## config.mk

```make
export PLATFORM = sky130hd
export DESIGN_NAME = dual_switch_mode_controller
export DESIGN_NICKNAME = d
export VERILOG_FILES = /design/src/include/dsm_pkg.sv /design/src/hw/chan_ctrl.sv /design/src/hw/dual_switch_mode_controller.sv
export SDC_FILE = /design/constraint.sdc
export NUM_CORES = 1
export LEC_CHECK = 0
export BUFFER_PORTS_ARGS = -buffer_cell sky130_fd_sc_hd__buf_2
export CORE_MARGIN = 2
export CORE_UTILIZATION = 57
export DETAILED_ROUTE_END_ITERATION = 7
export GPL_TIMING_DRIVEN = 0
export PLACE_DENSITY = 0.8
export SLEW_MARGIN = 20
export SYNTH_ARGS = -nofsm -noshare
export SYNTH_HDL_FRONTEND = slang
export SYNTH_SLANG_ARGS = --single-unit
```

## constraint.sdc

```tcl
create_clock -name clk_sys_i -period 4.74 [get_ports clk_sys_i]
set_clock_uncertainty 0.05 [all_clocks]
set_input_delay 0.474 -clock clk_sys_i [delete_from_list [all_inputs] [get_ports clk_sys_i]]
set_output_delay 0.474 -clock clk_sys_i [all_outputs]
set_load 0.02 [all_outputs]
```

## src/include/dsm_pkg.sv

```systemverilog
// Shared constants, types and register map of the dual switch mode controller.
// Assumes a 125 MHz system clock and a plain strobe register port.
package dsm_pkg;

  // Clock and timing
  localparam int unsigned CLK_PERIOD_NS = 8;
  localparam int unsigned STBY_DELAY_US = 1000;
  localparam int unsigned RETRY_TIME_US = 1000;
  // Least times, rounded up to whole cycles
  localparam int unsigned STBY_DELAY_CYC =
    (STBY_DELAY_US * 1000 + CLK_PERIOD_NS - 1) / CLK_PERIOD_NS;
  localparam int unsigned RETRY_CYC =
    (RETRY_TIME_US * 1000 + CLK_PERIOD_NS - 1) / CLK_PERIOD_NS;
  localparam int CNT_W = 20;
  localparam logic [CNT_W-1:0] CNT_RST = 20'h00000;

  // Register byte offsets
  localparam logic [7:0] REG_MODE = 8'h00;
  localparam logic [7:0] REG_IRQ_STATUS = 8'h04;
  localparam logic [7:0] REG_IRQ_CLEAR = 8'h08;
  localparam logic [7:0] REG_IRQ_ENABLE = 8'h0C;
  localparam logic [7:0] REG_CONFIG = 8'h10;

  // Mode register fields
  localparam int MODE_STATE_LSB = 0;
  localparam int MODE_SW_LSB = 3;
  localparam int MODE_FLT_LSB = 5;
  localparam int MODE_DIAG_BIT = 7;

  // Interrupt bit layout
  localparam int IRQ_W = 5;
  localparam int IRQ_FLT_LSB = 0;
  localparam int IRQ_RETRY_LSB = 2;
  localparam int IRQ_STBY_BIT = 4;

  // Reset values
  localparam logic [IRQ_W-1:0] IRQ_ENABLE_RST = 5'h00;
  localparam logic [1:0] CHAN_MASK_RST = 2'h3;

  typedef enum logic [2:0] {
    DEV_STANDBY = 3'b000,
    DEV_STBY_DLY = 3'b001,
    DEV_DIAG = 3'b010,
    DEV_ACTIVE = 3'b011
  } dev_state_t;

  typedef enum logic [1:0] {
    CH_OFF = 2'b00,
    CH_ON = 2'b01,
    CH_FAULT = 2'b10
  } chan_state_t;

  // Pin inputs after synchronisation
  typedef struct packed {
    logic latch_sel;
    logic diag_on;
    logic [1:0] chan_on_input;
    logic [1:0] thermal;
    logic [1:0] ilim;
  } pins_t;

endpackage

```

## src/hw/chan_ctrl.sv

```systemverilog
// One power channel: off, on and fault with retry timer.
// Assumes synchronised inputs on the system clock.
`timescale 1ns/1ps
module chan_ctrl
  import dsm_pkg::*;
#(
  parameter int unsigned RETRY_CYCLES = RETRY_CYC
) (
  // Clock and reset
  input wire logic clk_sys_i,
  input wire logic sys_rst_i,
  // Channel inputs
  input wire logic chan_on_i,
  input wire logic fault_i,
  input wire logic latch_sel_i,
  // Channel outputs
  output logic switch_on_o,
  output logic in_fault_o,
  output logic fault_evt_o,
  output logic retry_evt_o
);

  chan_state_t state, next_state;
  logic [CNT_W-1:0] cnt, next_cnt;
  logic next_fevt, next_revt;
  logic retry_done;

  assign retry_done = (cnt == CNT_W'(RETRY_CYCLES - 1));

  // Next channel state; other channel never seen here
  always_comb begin
    next_state = state;
    next_cnt = cnt;
    next_fevt = 1'b0;
    next_revt = 1'b0;
    case (state)
      CH_OFF: begin
        if (chan_on_i) begin
          next_state = CH_ON;
        end
      end
      CH_ON: begin
        if (fault_i) begin
          next_state = CH_FAULT;
          next_cnt = CNT_RST;
          next_fevt = 1'b1;
        end else if (!chan_on_i) begin
          next_state = CH_OFF;
        end
      end
      CH_FAULT: begin
        if (!retry_done) begin
          next_cnt = cnt + 1'b1;
        end
        // Latch high holds the channel off until the host drops it
        if (!fault_i && !latch_sel_i && retry_done) begin
          next_state = chan_on_i ? CH_ON : CH_OFF;
          next_revt = 1'b1;
        end
      end
      default: next_state = CH_OFF;
    endcase
  end

  // Channel registers
  always_ff @(posedge clk_sys_i or posedge sys_rst_i) begin
    if (sys_rst_i) begin
      state <= CH_OFF;
      cnt <= CNT_RST;
      switch_on_o <= 1'b0;
      in_fault_o <= 1'b0;
      fault_evt_o <= 1'b0;
      retry_evt_o <= 1'b0;
    end else begin
      state <= next_state;
      cnt <= next_cnt;
      switch_on_o <= (next_state == CH_ON);
      in_fault_o <= (next_state == CH_FAULT);
      fault_evt_o <= next_fevt;
      retry_evt_o <= next_revt;
    end
  end
endmodule // chan_ctrl

```

## src/hw/dual_switch_mode_controller.sv

```systemverilog
// Device mode controller for a two channel high side switch.
// Assumes asynchronous pins, 125 MHz clock, strobe register port.
//
// Overview of operation
// - In Standby all diagnostics stay off.
// - Diagnostic state runs diagnostics with both switches off.
// - All enables and diag enable low sends the device to Standby Delay.
// - Standby follows the delay only if all enables are still low.
// - Any enabled channel puts the device in Active.
// - In Active the diag enable turns diagnostics on and off freely.
// - A thermal or current limit shutdown puts that channel in Fault.
// - Fault ends only with faults clear, latch low, retry timer done.
// - Leaving Fault the switch turns on only if its enable is high.
// - Each channel follows its own enable input.
// - Fault and retry on one channel leave the other untouched.
`timescale 1ns/1ps
module dual_switch_mode_controller
  import dsm_pkg::*;
#(
  parameter int unsigned STBY_DELAY_CYCLES = STBY_DELAY_CYC,
  parameter int unsigned RETRY_CYCLES = RETRY_CYC
) (
  // Clock and reset
  input wire logic clk_sys_i,
  input wire logic sys_rst_i,
  // Host pins
  input wire logic chan_one_on_i,
  input wire logic chan_two_on_i,
  input wire logic diag_on_i,
  input wire logic latch_sel_i,
  // Protection events per channel
  input wire logic [1:0] thermal_sd_i,
  input wire logic [1:0] cur_limit_i,
  // Register port
  input wire logic [7:0] reg_addr_i,
  input wire logic [31:0] reg_wdata_i,
  input wire logic reg_wr_i,
  input wire logic reg_rd_i,
  output logic [31:0] reg_rdata_o,
  // Status outputs
  output logic [1:0] switch_on_o,
  output logic [1:0] chan_fault_o,
  output logic diag_active_o,
  output logic [2:0] dev_mode_o,
  output logic irq_o
);

  // Standby and its delay share the idle exit paths
  function automatic logic dev_quiet(input dev_state_t s);
    return (s == DEV_STANDBY) || (s == DEV_STBY_DLY);
  endfunction

  pins_t pins_raw, pins_meta, pins_s;
  dev_state_t state, next_state;
  logic [CNT_W-1:0] dly_cnt, next_dly_cnt;
  logic next_diag;
  logic [1:0] en_eff, chan_flt, sw, ch_fevt, ch_revt;
  logic all_low, dly_done;
  logic [1:0] chan_mask, next_chan_mask;
  logic [IRQ_W-1:0] irq_status, next_irq_status;
  logic [IRQ_W-1:0] irq_enable, next_irq_enable;
  logic [IRQ_W-1:0] irq_evt, irq_clr;
  logic next_irq;
  logic [31:0] next_rdata;
  logic stby_evt;

  assign pins_raw = '{latch_sel: latch_sel_i, diag_on: diag_on_i,
                      chan_on_input: {chan_two_on_i, chan_one_on_i},
                      thermal: thermal_sd_i, ilim: cur_limit_i};

  // Two flop synchroniser; meta stage feeds only the second stage
  always_ff @(posedge clk_sys_i or posedge sys_rst_i) begin
    if (sys_rst_i) begin
      pins_meta <= '0;
      pins_s <= '0;
    end else begin
      pins_meta <= pins_raw;
      pins_s <= pins_meta;
    end
  end

  // Software mask lets the host park a channel without its pin
  assign en_eff = pins_s.chan_on_input & chan_mask;
  assign all_low = (en_eff == 2'b00) && !pins_s.diag_on;
  assign dly_done = (dly_cnt == CNT_W'(STBY_DELAY_CYCLES - 1));

  // One controller per channel, no shared state between them
  genvar gi;
  generate
    for (gi = 0; gi < 2; gi++) begin : g_chan
      chan_ctrl #(
        .RETRY_CYCLES(RETRY_CYCLES)
      ) u_chan (
        .clk_sys_i(clk_sys_i),
        .sys_rst_i(sys_rst_i),
        .chan_on_i(en_eff[gi]),
        .fault_i(pins_s.thermal[gi] | pins_s.ilim[gi]),
        .latch_sel_i(pins_s.latch_sel),
        .switch_on_o(sw[gi]),
        .in_fault_o(chan_flt[gi]),
        .fault_evt_o(ch_fevt[gi]),
        .retry_evt_o(ch_revt[gi])
      );
    end
  endgenerate

  // Device mode; a channel waiting in Fault with its enable high
  // still counts as Active so the retry keeps its place
  always_comb begin
    next_state = state;
    next_dly_cnt = dly_cnt;
    if (en_eff != 2'b00) begin
      next_state = DEV_ACTIVE;
    end else if (pins_s.diag_on) begin
      next_state = DEV_DIAG;
    end else if (state == DEV_STBY_DLY) begin
      if (dly_done) begin
        next_state = DEV_STANDBY;
      end else begin
        next_dly_cnt = dly_cnt + 1'b1;
      end
    end else if (state != DEV_STANDBY) begin
      next_state = DEV_STBY_DLY;
      next_dly_cnt = CNT_RST;
    end
    // Diagnostics only where the mode allows them
    next_diag = pins_s.diag_on && !dev_quiet(next_state);
  end

  // Device mode registers
  always_ff @(posedge clk_sys_i or posedge sys_rst_i) begin
    if (sys_rst_i) begin
      state <= DEV_STBY_DLY;
      dly_cnt <= CNT_RST;
      diag_active_o <= 1'b0;
      dev_mode_o <= DEV_STBY_DLY;
    end else begin
      state <= next_state;
      dly_cnt <= next_dly_cnt;
      diag_active_o <= next_diag;
      dev_mode_o <= next_state;
    end
  end

  // Sticky events; a set in the clear cycle survives
  always_comb begin
    stby_evt = (state == DEV_STBY_DLY) && (next_state == DEV_STANDBY);
    irq_evt = '0;
    irq_evt[IRQ_FLT_LSB +: 2] = ch_fevt;
    irq_evt[IRQ_RETRY_LSB +: 2] = ch_revt;
    irq_evt[IRQ_STBY_BIT] = stby_evt;
    irq_clr = '0;
    next_irq_enable = irq_enable;
    next_chan_mask = chan_mask;
    if (reg_wr_i && reg_addr_i == REG_IRQ_CLEAR) begin
      irq_clr = reg_wdata_i[IRQ_W-1:0];
    end else if (reg_wr_i && reg_addr_i == REG_IRQ_ENABLE) begin
      next_irq_enable = reg_wdata_i[IRQ_W-1:0];
    end else if (reg_wr_i && reg_addr_i == REG_CONFIG) begin
      next_chan_mask = reg_wdata_i[1:0];
    end
    next_irq_status = (irq_status & ~irq_clr) | irq_evt;
    next_irq = |(next_irq_status & next_irq_enable);
  end

  // Read data stands one cycle after the strobe only
  always_comb begin
    next_rdata = 32'h00000000;
    if (reg_rd_i && reg_addr_i == REG_MODE) begin
      next_rdata[MODE_STATE_LSB +: 3] = state;
      next_rdata[MODE_SW_LSB +: 2] = sw;
      next_rdata[MODE_FLT_LSB +: 2] = chan_flt;
      next_rdata[MODE_DIAG_BIT] = diag_active_o;
    end else if (reg_rd_i && reg_addr_i == REG_IRQ_STATUS) begin
      next_rdata[IRQ_W-1:0] = irq_status;
    end else if (reg_rd_i && reg_addr_i == REG_IRQ_ENABLE) begin
      next_rdata[IRQ_W-1:0] = irq_enable;
    end else if (reg_rd_i && reg_addr_i == REG_CONFIG) begin
      next_rdata[1:0] = chan_mask;
    end
  end

  // Register file and interrupt line
  always_ff @(posedge clk_sys_i or posedge sys_rst_i) begin
    if (sys_rst_i) begin
      irq_status <= '0;
      irq_enable <= IRQ_ENABLE_RST;
      chan_mask <= CHAN_MASK_RST;
      irq_o <= 1'b0;
      reg_rdata_o <= 32'h00000000;
    end else begin
      irq_status <= next_irq_status;
      irq_enable <= next_irq_enable;
      chan_mask <= next_chan_mask;
      irq_o <= next_irq;
      reg_rdata_o <= next_rdata;
    end
  end

  // Channel outputs pass straight from the channel flops
  assign switch_on_o = sw;
  assign chan_fault_o = chan_flt;
endmodule // dual_switch_mode_controller

```

Word-level counts from Yosys, hierarchy flattened:

Cells that the tools add are included.

* multiply operators: 0
* muxes and demuxes: 43
* equality and inequality tests: 22
* $add $sub $neg: 3
* bitwise operators: 11
* reductions and logical operators: 32
* magnitude comparators: 0
* div/mod/pow operators: 0
* shift-type cells: 0

Operators by type and width (number)
* 20-bit 2-to-1 mux: 7
* 20-bit case mux with 2 select lines: 2
* 20-bit by 1-bit adder with 20-bit output (second input constant): 3
* 20-bit by 17-bit equality test with 1-bit output (second input constant): 3
* 5-bit 2-to-1 mux: 5
* 3-bit 2-to-1 mux: 7
* 2-bit 2-to-1 mux: 10
* 8-bit by 4-bit equality test with 1-bit output (second input constant): 2
* 1-bit logical AND: 13
* 2-bit case mux with 3 select lines: 2
* 5-bit AND: 2
* 1-bit 2-to-1 mux: 10
* 3-bit AND reduction: 3
* 2-bit by 1-bit equality test with 1-bit output (second input constant): 4
* 2-bit equality test (second input constant): 4
* 8-bit by 3-bit equality test with 1-bit output (second input constant): 1
* 8-bit by 5-bit equality test with 1-bit output (second input constant): 1
* 8-bit logical NOT: 1
* 2-bit nonzero test: 4
* 3-bit by 1-bit equality test with 1-bit output (second input constant): 2
* 2-bit != test (second input constant): 3
* 5-bit inverter: 1
* 5-bit bitwise OR: 1
* 5-bit OR reduction: 1
* other kinds (10): 19

* bits in read-only memories: 0
* latch bits: 0
* register bits: 113
* memory bits (writable): 0
* input port bits: 52
* word-level logic and storage cells: 141
* output and inout bits: 41
* memories kept: 0

Depth between registers and ports, before layout:

Gate-level depths: netlist of run 1.

* depth in word-level cells: 10
* mapped depth: 9
* mapped depth without buffers: 7

Hierarchy:

From an unflattened synthesis of run 1, not the netlist that was laid out.

* cell total of the unflattened synthesis: 523
* area, all modules: 5567.8 µm²

Modules (own cells, without submodules)
* dual_switch_mode_controller: sequential area each 1530.2 µm², instances 1, area each 2810.2 µm², cells an instance 259
* chan_ctrl: sequential area each 650.6 µm², instances 2, area each 1378.8 µm², cells an instance 132

Least setup slack after synthesis of run 1:

OpenSTA, ideal clock, no wires.

* kind: register to register
* start point: register g_chan[1].u_chan.cnt[4]
* end point: register g_chan[1].u_chan.in_fault_o
* arrival: 2.198 ns
* library setup time: 0.128 ns
* path slack: 2.364 ns
* data required time: 4.562 ns
* buffers on the path: 0
* stages on the path, launching flop included: 6
* clock period less this slack: 2.376 ns
* path through: dfrtp_1 > or4_4 > or4_4 > or3_1 > o311a_1 > nor3b_1

* cells in the longest elaborated chain, start to end: 5

RTL lines
* start, declared: line chan_ctrl.sv:24 `logic [CNT_W-1:0] cnt, next_cnt;`
* start signal, assigned: line chan_ctrl.sv:76 `cnt <= next_cnt;`
* 20-bit by 17-bit equality test with 1-bit output: line chan_ctrl.sv:28 `assign retry_done = (cnt == CNT_W'(RETRY_CYCLES - 1));`
* 1-bit logical AND: line chan_ctrl.sv:56 `if (!fault_i && !latch_sel_i && retry_done) begin`
* 2-bit 2-to-1 mux: line chan_ctrl.sv:56
* 2-bit case mux with 3 select lines: line chan_ctrl.sv:36 `case (state)`
* 2-bit equality test: line chan_ctrl.sv:78 `in_fault_o <= (next_state == CH_FAULT);`
* end signal, assigned: line chan_ctrl.sv:78
* end, declared: line chan_ctrl.sv:18 `output logic in_fault_o,`

Every way passes these cells.
A chain may end at the register's enable or synchronous reset.

Worst setup path in the final report of run 1:

* start point: register g_chan[1].u_chan.cnt[3]
* end point: register g_chan[1].u_chan.switch_on_o

* cells in the longest elaborated chain, start to end: 5

RTL lines
* 20-bit by 17-bit equality test with 1-bit output: line chan_ctrl.sv:28
* 1-bit logical AND: line chan_ctrl.sv:56
* 2-bit 2-to-1 mux: line chan_ctrl.sv:56
* 2-bit case mux with 3 select lines: line chan_ctrl.sv:36
* 2-bit by 1-bit equality test with 1-bit output: line chan_ctrl.sv:77 `switch_on_o <= (next_state == CH_ON);`
* end signal, assigned: line chan_ctrl.sv:77
* end, declared: line chan_ctrl.sv:17 `output logic switch_on_o,`

Every way passes these cells.

==> impl_metrics.prom, run 1 <==
# TYPE chip_impl_metric gauge
chip_impl_metric{name="antenna_violations_before_repair",unit=""} 0
chip_impl_metric{name="hpwl_dp",unit="µm"} 9060
chip_impl_metric{name="finalHoldViolCount",unit=""} 0
chip_impl_info{name="yosys_top_cell_by_area",value="dfrtp_1"} 1
chip_impl_metric{name="tritoncts_num_sinks",unit=""} 113
chip_impl_metric{name="standard_cell_rows",unit=""} 37
chip_impl_metric{name="final_layout_size_suffix_gt1_share",unit="%"} 17.3
chip_impl_metric{name="area.sequential",unit="µm²"} 2830
chip_impl_info{name="hp-class",value="in2reg"} 1
chip_impl_info{name="critical_path_class",value="reg2reg"} 1
chip_impl_metric{name="die_area",unit="µm²"} 11100
chip_impl_metric{name="synth-edff-count",unit=""} 0
chip_impl_info{name="cts_tree",value="yes"} 1
chip_impl_info{name="synth.top_cells.by_count",value="dfrtp_1, nor2_1, nand2_1"} 1
chip_impl_metric{name="max_slew.worst_pin.slew",unit="ns"} 0.812
chip_impl_metric{name="placeable_core_region",unit="µm²"} 10100
chip_impl_metric{name="area_delta_synth_final",unit="%"} 18.9
chip_impl_info{name="clock_root_buffer",value="clkbuf_8"} 1
chip_impl_metric{name="gp_routability_congestion",unit=""} 0.900
chip_impl_metric{name="maxCapViolations",unit=""} 0
chip_impl_metric{name="layout.nets",unit=""} 766
chip_impl_info{name="grt_setup_unrepaired",value="no"} 1
chip_impl_metric{name="final_core_utilization",unit="%"} 68.7
chip_impl_metric{name="later_pin_clock_latency_in_the_skew_report",unit="ns"} 0.52
chip_impl_metric{name="synth-async-reset-ratio",unit="%"} 100
chip_impl_metric{name="drtIter0Drc",unit=""} 354
chip_impl_metric{name="power.leakage",unit="nW"} 3.16
chip_impl_metric{name="multi_input_comb_area",unit="µm²"} 2770
chip_impl_metric{name="postRouteWirelength",unit="µm"} 13500
chip_impl_metric{name="drt_drc_violations_left",unit=""} 0
chip_impl_metric{name="yosysSeqAreaShare",unit="%"} 48.3
chip_impl_info{name="crit_path_launch_type",value="flop"} 1
chip_impl_info{name="yosysMostFrequentCell",value="dfrtp_1"} 1
chip_impl_metric{name="finalSetupViolations",unit=""} 0
chip_impl_metric{name="clkTransAtPathRegs",unit="ns"} 0.06
chip_impl_metric{name="die_h",unit="µm"} 105
chip_impl_metric{name="yosys.area.top_type_share",unit="%"} 47.0
chip_impl_metric{name="drt_first_pass_iters",unit=""} 5
chip_impl_metric{name="arrival",unit="ns"} 2.95
chip_impl_metric{name="post-layout-total-power",unit="mW"} 2.75
chip_impl_metric{name="num_vias",unit=""} 5038
chip_impl_metric{name="antenna_left",unit=""} 0
chip_impl_metric{name="cts-buffers-inserted",unit=""} 17
chip_impl_metric{name="initial_utilization",unit="%"} 57.8
chip_impl_metric{name="whs",unit="ns"} 0.0117
chip_impl_metric{name="yosysWarnings",unit=""} 0
chip_impl_metric{name="largest_net_degree_at_the_start_of_global_routing",unit=""} 74
chip_impl_metric{name="diodes",unit=""} 0
chip_impl_metric{name="port_buffers",unit=""} 40
chip_impl_metric{name="grtUsageTotal",unit="%"} 25.9
chip_impl_info{name="run_status",value="complete, no violations"} 1
chip_impl_metric{name="yosys.cell_types.count",unit=""} 64
chip_impl_metric{name="synth.ff_latch_count",unit=""} 113
chip_impl_metric{name="powerDensity",unit="nW/µm²"} 395
chip_impl_info{name="synth.area.top_cells",value="dfrtp_1, nor2_1, buf_4"} 1
chip_impl_metric{name="slew_violations",unit=""} 0
chip_impl_metric{name="grt_pass1_vias",unit=""} 4821
chip_impl_metric{name="synthesis.area",unit="µm²"} 5860
chip_impl_metric{name="design.portCount",unit=""} 93
chip_impl_metric{name="number_of_h_tree_levels",unit=""} 4
chip_impl_metric{name="die_w",unit="µm"} 105
chip_impl_metric{name="routedWlPerCell",unit="µm"} 15.8
chip_impl_metric{name="syn_area_per_cell",unit="µm²"} 9.57
chip_impl_metric{name="fillers",unit=""} 750
chip_impl_metric{name="worst_path_max_fanout",unit=""} 6
chip_impl_metric{name="max-slew-margin-rel",unit="%"} 45.4
chip_impl_metric{name="layout_min_cycle_time",unit="ns"} 2.56
chip_impl_metric{name="cts.path.max_buffers",unit=""} 2
chip_impl_metric{name="totalNegativeSetupSlack",unit="ns"} 0
chip_impl_metric{name="grt_overflow",unit=""} 0
chip_impl_metric{name="post-route-period-util",unit="%"} 53.9
chip_impl_metric{name="max_freq",unit="MHz"} 391
chip_impl_metric{name="post_synth_inst_count",unit=""} 612
chip_impl_info{name="synthFlopType",value="dfrtp_1"} 1
chip_impl_metric{name="first_pass_grt_wire_length",unit="µm"} 23200
chip_impl_metric{name="post_drt_via_cell_ratio",unit=""} 5.91
chip_impl_metric{name="cp_data_required_time",unit="ns"} 5.13
chip_impl_info{name="endpoint_kind",value="flop"} 1
chip_impl_metric{name="ir_drop",unit="mV"} 0.301
==> what timing repair did <==
item | 4_1_cts | 5_1_grt
hold buffers | 4 | 3
setup buffers | 0 | 0
gates resized for setup | 0 | 0
endpoints found under the hold margin | 43 | 3
==> stage by stage <==
stage | cells | area [µm²] | setup WS (ns)
6_report | 852 | 6970 | 2.18
3_3_place_gp | 812 | 6320 | 0.0727
3_5_place_dp | 813 | 6350 | 2.23
2_1_floorplan | 636 | 5950 | 1.23
4_1_cts | 849 | 6940 | 2.20
5_1_grt | 852 | 6970 | 2.02
==> final cells by class <==
cell class	count	area share [%]
Clock buffer	18	6.14
Inverter	15	0.880
Timing Repair Buffer	48	4.27
Clock inverter	14	1.67
Multi-Input combinational cell	459	39.7
Buffer	49	4.26
Sequential cell	113	40.6
Tap cell	136	2.44
==> state kept, by name, summed over array words and instances, names as in the netlist, 2 cells and up <==
name                       count
pins_s                         8
reg_rdata_o                    8
g_chan.u_chan.switch_on_o      2
g_chan.u_chan.retry_evt_o      2
g_chan.u_chan.in_fault_o       2
state                          3
g_chan.u_chan.state            4
irq_enable                     5
pins_meta                      8
g_chan.u_chan.cnt             40
g_chan.u_chan.fault_evt_o      2
irq_status                     5
dly_cnt                       20
chan_mask                      2
==> logic make-up after synthesis <==
group	synth area share, %
multiplexers	2.35
adder cells (fa/ha/maj)	2.35
other	0.0640
XOR/XNOR	3.29
buffers and inverters	6.02
AND/OR/NAND/NOR	24.4
flip-flops	48.3
AO/OA/AOI/OAI	13.2
==> critical path: stages (launching register included) <==
cell and delay (ns):
dfrtp_1 0.44, or4_4 0.54, or4_4 0.52, or3_1 0.34
a31oi_1 0.33, nor3b_2 0.24
==> worst paths after layout <==
| check | start | to | slack (ns) | cells past startpoint |
|---|---|---|---|---|
| max | g_chan[1].u_chan.cnt[3]$_DFFE_PP0P_ | g_chan[1].u_chan.switch_on_o$_DFF_PP0_ | 2.18 | 5 |
| min | chan_two_on_i | pins_meta[5]$_DFF_PP0_ | 0.01 | 1 |
| max reg2reg | g_chan[1].u_chan.cnt[3]$_DFFE_PP0P_ | g_chan[1].u_chan.switch_on_o$_DFF_PP0_ | 2.18 | 5 |
| min reg2reg | pins_meta[6]$_DFF_PP0_ | pins_s[6]$_DFF_PP0_ | 0.29 | 0 |
| max in group asynchronous | sys_rst_i | state[0]$_DFF_PP1_ | 3.48 | 4 |
| min in group asynchronous | sys_rst_i | pins_meta[7]$_DFF_PP0_ | 0.46 | 3 |
==> metal layers <==
layer | track usage, % | routed length [µm] | vias up
met1 | 34.3 | 5720 | 2435
met3 | 5.50 | 809 | 38
met4 | 11.2 | 325 | 0
li1 | - | - | 2360
met2 | 41.5 | 6600 | 205
met5 | 0 | 0 | -
==> cells in the final DEF (no fill, tap or decap), types with 5 or more instances in the layout <==
cell           Yosys  final
a21oi_1           28     28
xor2_1            16     16
clkbuf_16          0     16
nand4_1           14     14
mux2i_1            7      7
o31ai_1            8      8
nor3b_1            6      6
nand2_1           53     53
o21ai_0           33     33
dfrtp_1          110    110
nand3_1           34     34
nor3_1            12     12
a31oi_1            8      8
o211ai_1           7      7
clkinv_2           0      6
dlygate4sd3_1      0      7
buf_2              0     40
or3_1             18     18
buf_4             28     28
or4_1              6      6
nor2_1            61     61
clkbuf_1          19     19
ha_1              11     11
and2_1             6      6
mux2_2             6      6
nor4_1             5      5
and3_1            16     16
xnor2_1            6      6
a21o_1             6      6
conb_1             1     25
nor4b_1            8      8
inv_1             15     14
==> power by group <==
part	internal, mW	leakage [nW]	switching [mW]	total, mW
clock	0.703	0.262	0.458	1.16
sequential	1.03	1.50	0.0608	1.09
combinational	0.182	1.40	0.316	0.498
No activity file was read; power rests on OpenSTA's default activity.
==> inputs of run 2 (changes only) <==
ABC_AREA = 1   (was default)
CORE_UTILIZATION = 52   (was 57)
PLACE_DENSITY = 0.76   (was 0.8)
clock period = 2.1 ns   (was 4.74 ns; I/O delays follow)
==> run 2 against run 1 <==
- cell area is 11% higher
- global-route usage is 2.5 points lower
- sequential power is 120% higher
- combinational power grew to 2.7 times the previous value
- worst setup slack worse by 2.0 ns
- sequential cell count stayed put
- total power grew to 2.5 times the previous value
- routed wire length is 6.6% higher
- critical path depth is 2 higher
==> impl_metrics.prom, run 2 <==
# TYPE chip_impl_metric gauge
chip_impl_metric{name="postRouteWirelength",unit="µm"} 14400
chip_impl_metric{name="largest_net_degree_at_the_start_of_global_routing",unit=""} 34
chip_impl_metric{name="gp_routability_congestion",unit=""} 0.953
chip_impl_metric{name="die_area",unit="µm²"} 13200
chip_impl_metric{name="clk_pwr_share",unit="%"} 45.9
chip_impl_metric{name="yosys.cell_types.count",unit=""} 40
chip_impl_info{name="crit_chain",value="ha_1 -> nand3_1 -> nor2_1 -> a31oi_4 -> clkbuf_4 -> nand4_1 -> o21ai_0"} 1
chip_impl_metric{name="drt_first_pass_iters",unit=""} 5
chip_impl_info{name="critical_path_class",value="reg2reg"} 1
chip_impl_metric{name="slew_violations",unit=""} 0
chip_impl_metric{name="placeable_core_region",unit="µm²"} 12000
chip_impl_metric{name="arrival",unit="ns"} 2.18
chip_impl_metric{name="later_pin_clock_latency_in_the_skew_report",unit="ns"} 0.42
chip_impl_metric{name="area_delta_synth_final",unit="%"} 20.8
chip_impl_metric{name="finalHoldViolCount",unit=""} 0
chip_impl_metric{name="yosysWarnings",unit=""} 0
chip_impl_metric{name="grtUsageTotal",unit="%"} 23.5
chip_impl_metric{name="cp_data_required_time",unit="ns"} 2.34
chip_impl_info{name="yosys_top_cell_by_area",value="dfrtp_1"} 1
chip_impl_info{name="cpMaxStageDelayCell",value="dfrtp_1"} 1
chip_impl_metric{name="power_switching",unit="mW"} 2.06
chip_impl_metric{name="worst_path_max_fanout",unit=""} 10
chip_impl_metric{name="whs",unit="ns"} 0.0183
chip_impl_metric{name="syn_area_per_cell",unit="µm²"} 7.45
chip_impl_metric{name="drt_drc_violations_left",unit=""} 0
chip_impl_metric{name="grt_use_met2",unit="%"} 36.6
chip_impl_metric{name="layout_min_cycle_time",unit="ns"} 1.94
chip_impl_metric{name="first_pass_grt_wire_length",unit="µm"} 24500
chip_impl_metric{name="grt_use_met3",unit="%"} 5.75
chip_impl_metric{name="totalNegativeSetupSlack",unit="ns"} 0
chip_impl_metric{name="post_drt_via_cell_ratio",unit=""} 5.14
chip_impl_info{name="grt_busiest_layer",value="met2"} 1
chip_impl_metric{name="initial_utilization",unit="%"} 53.4
chip_impl_metric{name="share_comb_of_total_power",unit="%"} 19.1
chip_impl_metric{name="ir_drop",unit="mV"} 0.673
chip_impl_info{name="cts_tree",value="yes"} 1
chip_impl_metric{name="max_ffs_per_register",unit=""} 40
chip_impl_metric{name="yosys.area.top_type_share",unit="%"} 42.9
chip_impl_metric{name="die_h",unit="µm"} 115
chip_impl_metric{name="power.switching_fraction",unit="%"} 29.7
chip_impl_metric{name="layout.nets",unit=""} 1021
chip_impl_metric{name="tritoncts_num_sinks",unit=""} 113
chip_impl_info{name="clock_root_buffer",value="clkbuf_16"} 1
chip_impl_metric{name="powerDensity",unit="nW/µm²"} 894
chip_impl_metric{name="routedWlPerCell",unit="µm"} 12.8
chip_impl_metric{name="internal-power",unit="mW"} 4.86
chip_impl_metric{name="grt_overflow",unit=""} 0
chip_impl_metric{name="standard_cell_rows",unit=""} 40
chip_impl_metric{name="die_w",unit="µm"} 115
chip_impl_metric{name="final_core_utilization",unit="%"} 64.5
chip_impl_metric{name="max_slew.worst_pin.slew",unit="ns"} 0.662
chip_impl_metric{name="post-layout-total-power",unit="mW"} 6.92
chip_impl_info{name="largest_register",value="g_chan.u_chan.cnt"} 1
chip_impl_metric{name="hpwl_dp",unit="µm"} 10300
chip_impl_metric{name="antenna_violations_before_repair",unit=""} 0
chip_impl_info{name="run_status",value="complete, no violations"} 1
chip_impl_metric{name="cts.path.max_buffers",unit=""} 2
chip_impl_info{name="endpoint_kind",value="flop"} 1
chip_impl_info{name="largestRegisters",value="g_chan.u_chan.cnt: 40 flops, dly_cnt: 20 flops"} 1
chip_impl_info{name="hp-class",value="in2reg"} 1
chip_impl_metric{name="synthesis.area",unit="µm²"} 6410
chip_impl_metric{name="finish.cell_count_without_fillers",unit=""} 1118
chip_impl_info{name="yosysMostFrequentCell",value="nand2_1"} 1
chip_impl_metric{name="num_vias",unit=""} 5744
chip_impl_info{name="crit_path_launch_type",value="flop"} 1
chip_impl_metric{name="design.portCount",unit=""} 93
chip_impl_metric{name="finalSetupViolations",unit=""} 0
chip_impl_metric{name="power.leakage",unit="nW"} 3.78
chip_impl_metric{name="power.share.sequential",unit="%"} 35.0
chip_impl_metric{name="grt_pass1_vias",unit=""} 5345
chip_impl_metric{name="diodes",unit=""} 0
chip_impl_metric{name="synth-async-reset-ratio",unit="%"} 100
chip_impl_info{name="layout.cells.most_common",value="nand2_1"} 1
chip_impl_metric{name="drtIter0Drc",unit=""} 390
chip_impl_metric{name="cts-buffers-inserted",unit=""} 17
chip_impl_info{name="most-common-layout-cells",value="nand2_1, inv_1, dfrtp_1, nor2_1, nand3_1"} 1
chip_impl_metric{name="max_freq",unit="MHz"} 516
chip_impl_info{name="grt_setup_unrepaired",value="no"} 1
chip_impl_metric{name="antenna_left",unit=""} 0
chip_impl_info{name="synth.area.top_cells",value="dfrtp_1, nand2_1, inv_1"} 1
chip_impl_metric{name="maxCapViolations",unit=""} 0
chip_impl_metric{name="post_synth_inst_count",unit=""} 860
chip_impl_metric{name="final_layout_size_suffix_gt1_share",unit="%"} 14.2
chip_impl_metric{name="number_of_h_tree_levels",unit=""} 4
chip_impl_metric{name="fillers",unit=""} 1052
chip_impl_metric{name="synth-edff-count",unit=""} 0
chip_impl_metric{name="max-slew-margin-rel",unit="%"} 55.8
chip_impl_info{name="synth.top_cells.by_count",value="nand2_1, inv_1, dfrtp_1"} 1
chip_impl_metric{name="grt.met1_usage",unit="%"} 31.1
chip_impl_metric{name="yosysSeqAreaShare",unit="%"} 44.2
chip_impl_metric{name="synth.ff_latch_count",unit=""} 113
chip_impl_info{name="synthFlopType",value="dfrtp_1"} 1
chip_impl_metric{name="post-route-period-util",unit="%"} 92.2
chip_impl_metric{name="cp_slowest_stage_delay",unit="ns"} 0.42
chip_impl_metric{name="clkTransAtPathRegs",unit="ns"} 0.06
chip_impl_metric{name="port_buffers",unit=""} 41
chip_impl_metric{name="dp_cells",unit=""} 1075
chip_impl_metric{name="cts_post_setup_buffers_inserted",unit=""} 0
## run 2: power by group through the flow
| stage | Sequential (mW) | Clock [mW] | Combinational [mW] |
|---|---|---|---|
| floorplan | 2.43 | 0 | 0.958 |
| global placement | 2.45 | 0 | 1.26 |
| detailed placement | 2.45 | 0 | 1.30 |
| CTS | 2.42 | 3.23 | 1.32 |
| global route | 2.44 | 3.32 | 1.50 |
| finish | 2.42 | 3.18 | 1.32 |
## run 2: path summary, 6_finish.rpt
check | from | to | slack (ns) | depth (start not counted)
setup / recovery | g_chan[1].u_chan.cnt[0]$_DFFE_PP0P_ | g_chan[1].u_chan.cnt[7]$_DFFE_PP0P_ | 0.16 | 7
hold / removal | reg_wdata_i[3] | irq_enable[3]$_DFF_PP0_ | 0.02 | 3
setup reg to reg | g_chan[1].u_chan.cnt[0]$_DFFE_PP0P_ | g_chan[1].u_chan.cnt[7]$_DFFE_PP0P_ | 0.16 | 7
hold reg to reg | pins_meta[0]$_DFF_PP0_ | pins_s[0]$_DFF_PP0_ | 0.30 | 0
max in group asynchronous | sys_rst_i | chan_mask[1]$_DFFE_PP1P_ | 0.76 | 5
min in group asynchronous | sys_rst_i | dly_cnt[18]$_DFFE_PP0P_ | 0.38 | 3
## run 2: kinds of logic after synthesis
family                   share of synthesized area, %
buffers and inverters                            11.6
AO/OA/AOI/OAI                                    6.52
AND/OR/NAND/NOR                                  32.4
flip-flops                                       44.2
XOR/XNOR                                         3.14
other                                          0.0585
adder cells (fa/ha/maj)                          2.15
## run 2: routing by layer
metal,vias to the layer above,share of wire (%)
met3,38,5.5
met2,176,46
met5,-,0
met4,0,2.6
met1,2622,46
li1,2908,-
## run 2: metrics by stage
step	area, µm²	setup slack [ns]
finish	7740	0.164
global route	7740	0.000606
CTS	7720	0.0799
detailed placement	6950	0.0921
global placement	6890	-0.249
floorplan	6500	0.395
## run 2: repair_timing
| item | in CTS | in global routing |
|---|---|---|
| hold buffers | 11 | 0 |
| endpoints found under the hold margin | 39 | 0 |
| endpoints found under the setup margin | 0 | 43 |
| resized for setup | 0 | 8 |
## run 2: final cells by class
cell class	count	area [µm²]	share of cell area [%]
multi-input cells	611	2950	38.0
flip-flops and latches	113	2830	36.6
clock buffers	21	480	6.21
inverters	117	445	5.75
repair buffers	55	375	4.85
plain buffers	43	303	3.91
well taps	147	184	2.38
clock inverters	11	175	2.26
## run 2: worst max-delay path, delay by kind of cell (launching register included)
| family | cells | cell delay, ns |
|---|---|---|
| AO/OA/AOI/OAI | 2 | 0.29 |
| adder cells (fa/ha/maj) | 1 | 0.27 |
| buffers and inverters | 1 | 0.24 |
| flip-flops | 1 | 0.42 |
| AND/OR/NAND/NOR | 3 | 0.53 |
==> inputs of run 3 (changes only) <==
BUFFER_PORTS_ARGS = -buffer_cell sky130_fd_sc_hd__buf_4   (was -buffer_cell sky130_fd_sc_hd__buf_2)
==> run 3 against run 2 <==
- critical path type unchanged
- critical path depth increased by 5
- first-iteration DRC count increased by 14%
- critical endpoint is now g_chan[0].u_chan.cnt[19]$_DFFE_PP0P_
- sequential share of layout area fell by 0.081 points
- routed wire length about the same
- non-clock buffer count increased by 1
- combinational power rose by 5%
- via count decreased by 0.19%
- die area is the same
- final cell count about the same
==> impl_metrics.prom, run 3 (synthesis results as in run 2) <==
# TYPE chip_impl_metric gauge
chip_impl_info{name="hp-class",value="in2reg"} 1
chip_impl_metric{name="first_pass_grt_wire_length",unit="µm"} 23900
chip_impl_metric{name="power.leakage",unit="nW"} 3.77
chip_impl_metric{name="antenna_left",unit=""} 0
chip_impl_metric{name="power.switching_fraction",unit="%"} 30.4
chip_impl_metric{name="postRouteWirelength",unit="µm"} 14400
chip_impl_metric{name="cp_data_required_time",unit="ns"} 2.34
chip_impl_metric{name="cts.path.max_buffers",unit=""} 2
chip_impl_metric{name="arrival",unit="ns"} 2.20
chip_impl_metric{name="slew_violations",unit=""} 0
chip_impl_metric{name="max_freq",unit="MHz"} 511
chip_impl_metric{name="layout_min_cycle_time",unit="ns"} 1.96
chip_impl_metric{name="area.sequential",unit="µm²"} 2830
chip_impl_metric{name="powerDensity",unit="nW/µm²"} 843
chip_impl_metric{name="grt_overflow",unit=""} 0
chip_impl_metric{name="gp_routability_congestion",unit=""} 0.969
chip_impl_metric{name="die_h",unit="µm"} 115
chip_impl_metric{name="number_of_h_tree_levels",unit=""} 4
chip_impl_metric{name="fillers",unit=""} 1066
chip_impl_info{name="critical_path_class",value="reg2reg"} 1
chip_impl_metric{name="grt_pass1_vias",unit=""} 5159
chip_impl_info{name="grt_setup_unrepaired",value="no"} 1
chip_impl_metric{name="post_drt_via_cell_ratio",unit=""} 5.12
chip_impl_metric{name="area_delta_synth_final",unit="%"} 21.0
chip_impl_metric{name="max_ffs_per_register",unit=""} 40
chip_impl_metric{name="grtUsageTotal",unit="%"} 22.9
chip_impl_metric{name="layout.nets",unit=""} 1022
chip_impl_info{name="clock_root_buffer",value="clkbuf_16"} 1
chip_impl_metric{name="maxCapViolations",unit=""} 0
chip_impl_metric{name="clkTransAtPathRegs",unit="ns"} 0.06
chip_impl_metric{name="final_layout_size_suffix_gt1_share",unit="%"} 13.9
chip_impl_metric{name="drt_drc_violations_left",unit=""} 0
chip_impl_metric{name="hpwl_dp",unit="µm"} 10400
chip_impl_metric{name="die_w",unit="µm"} 115
chip_impl_metric{name="largest_net_degree_at_the_start_of_global_routing",unit=""} 32
chip_impl_info{name="largestRegisters",value="g_chan.u_chan.cnt: 40 flops, dly_cnt: 20 flops"} 1
chip_impl_metric{name="totalNegativeSetupSlack",unit="ns"} 0
chip_impl_metric{name="routedWlPerCell",unit="µm"} 12.8
chip_impl_metric{name="post-route-period-util",unit="%"} 93.2
chip_impl_metric{name="multi_input_comb_area",unit="µm²"} 2940
chip_impl_metric{name="later_pin_clock_latency_in_the_skew_report",unit="ns"} 0.41
chip_impl_metric{name="reg2reg_depth",unit=""} 12
chip_impl_metric{name="placeable_core_region",unit="µm²"} 12000
chip_impl_info{name="crit_path_launch_type",value="flop"} 1
chip_impl_info{name="run_status",value="complete, no violations"} 1
chip_impl_info{name="most-common-layout-cells",value="nand2_1, inv_1, dfrtp_1, nor2_1, nand3_1"} 1
chip_impl_metric{name="power.share.sequential",unit="%"} 37.1
chip_impl_metric{name="finalSetupViolations",unit=""} 0
chip_impl_metric{name="clk_pwr_share",unit="%"} 41.9
chip_impl_metric{name="hold_path_depth",unit=""} 3
chip_impl_metric{name="finalHoldViolCount",unit=""} 0
chip_impl_info{name="layout.cells.most_common",value="nand2_1"} 1
chip_impl_metric{name="postPlaceCellArea",unit="µm²"} 7060
chip_impl_metric{name="ir_drop",unit="mV"} 0.799
chip_impl_metric{name="design.portCount",unit=""} 93
chip_impl_metric{name="tritoncts_num_sinks",unit=""} 113
chip_impl_metric{name="max_slew.worst_pin.slew",unit="ns"} 0.662
chip_impl_info{name="largest_register",value="g_chan.u_chan.cnt"} 1
chip_impl_metric{name="final_core_utilization",unit="%"} 64.6
chip_impl_metric{name="post-layout-total-power",unit="mW"} 6.54
chip_impl_metric{name="drt_first_pass_iters",unit=""} 7
chip_impl_info{name="cts_tree",value="yes"} 1
chip_impl_metric{name="diodes",unit=""} 0
chip_impl_metric{name="initial_utilization",unit="%"} 53.4
chip_impl_metric{name="port_buffers",unit=""} 41
chip_impl_metric{name="die_area",unit="µm²"} 13200
chip_impl_metric{name="internal-power",unit="mW"} 4.55
chip_impl_metric{name="antenna_violations_before_repair",unit=""} 0
chip_impl_metric{name="fin_area",unit="µm²"} 7760
chip_impl_metric{name="power_switching",unit="mW"} 1.99
chip_impl_metric{name="cts-buffers-inserted",unit=""} 17
chip_impl_metric{name="share_comb_of_total_power",unit="%"} 21.1
chip_impl_info{name="endpoint_kind",value="flop"} 1
chip_impl_metric{name="standard_cell_rows",unit=""} 40
chip_impl_metric{name="drtIter0Drc",unit=""} 444
chip_impl_metric{name="num_vias",unit=""} 5733
chip_impl_metric{name="max-slew-margin-rel",unit="%"} 55.8
chip_impl_metric{name="worst_path_max_fanout",unit=""} 10
## run 3: worst paths after layout
path / end / start / slack, ns
hold reg to reg: pins_s[2]$_DFF_PP0_ / pins_meta[2]$_DFF_PP0_ / 0.29
max in group asynchronous: chan_mask[0]$_DFFE_PP1P_ / sys_rst_i / 0.53
hold / removal: irq_enable[4]$_DFF_PP0_ / reg_wdata_i[4] / 0.03
setup reg to reg: g_chan[0].u_chan.cnt[19]$_DFFE_PP0P_ / g_chan[0].u_chan.cnt[0]$_DFFE_PP0P_ / 0.14
setup / recovery: g_chan[0].u_chan.cnt[19]$_DFFE_PP0P_ / g_chan[0].u_chan.cnt[0]$_DFFE_PP0P_ / 0.14
min in group asynchronous: dly_cnt[6]$_DFFE_PP0P_ / sys_rst_i / 0.40
## run 3: cell type report
class,instances,share of cell area [%]
clock inverter,10,1.45
timing repair buffer,56,6.26
sequential,113,36.5
tap,147,2.37
inverter,117,5.74
buffer,43,3.92
clock buffer,22,5.86
multi-input combinational,611,37.9
## run 3: metrics by stage
stage	hold WS, ns	instances	setup slack, ns
after global placement	0.269	1072	-0.252
after CTS	0.00446	1118	0.0519
after global routing	0.0328	1119	0.00282
after floorplan	0.191	884	0.395
after detailed placement	0.271	1075	0.0741
final	0.0255	1119	0.143
## run 3: worst max-delay path, stage by stage, from the launching register on
cell and delay (ns):
dfrtp_2 0.40, ha_1 0.16, buf_4 0.16, nand2_1 0.07, nor2_1 0.14, nand2_1 0.11
nor2_4 0.13, nand3_2 0.12, nand2_4 0.14, inv_4 0.05, buf_6 0.14, nand4_1 0.08
o21ai_0 0.09
## run 3: layer usage
metal | vias up | track usage [%] | share of wire, %
met3 | 9 | 5.85 | 5.4
li1 | 2903 | - | -
met1 | 2639 | 30.8 | 47
met2 | 182 | 36.6 | 47
met4 | 0 | 7.15 | 0.83
met5 | - | 0 | 0
## run 3: power groups by stage
stage	Clock (mW)	Sequential, mW	Combinational, mW
floorplan	0	2.43	0.958
global placement	0	2.45	1.29
detailed placement	0	2.45	1.32
CTS	2.79	2.42	1.35
global route	2.92	2.44	1.54
finish	2.74	2.42	1.38
## run 3: timing repair
| action | 4_1_cts | 5_1_grt |
|---|---|---|
| gates resized for setup | 0 | 7 |
| hold buffers | 11 | 0 |
| buffers inserted | 0 | 1 |
| endpoints found under the setup margin | 0 | 43 |
| hold endpoints to repair | 39 | 0 |
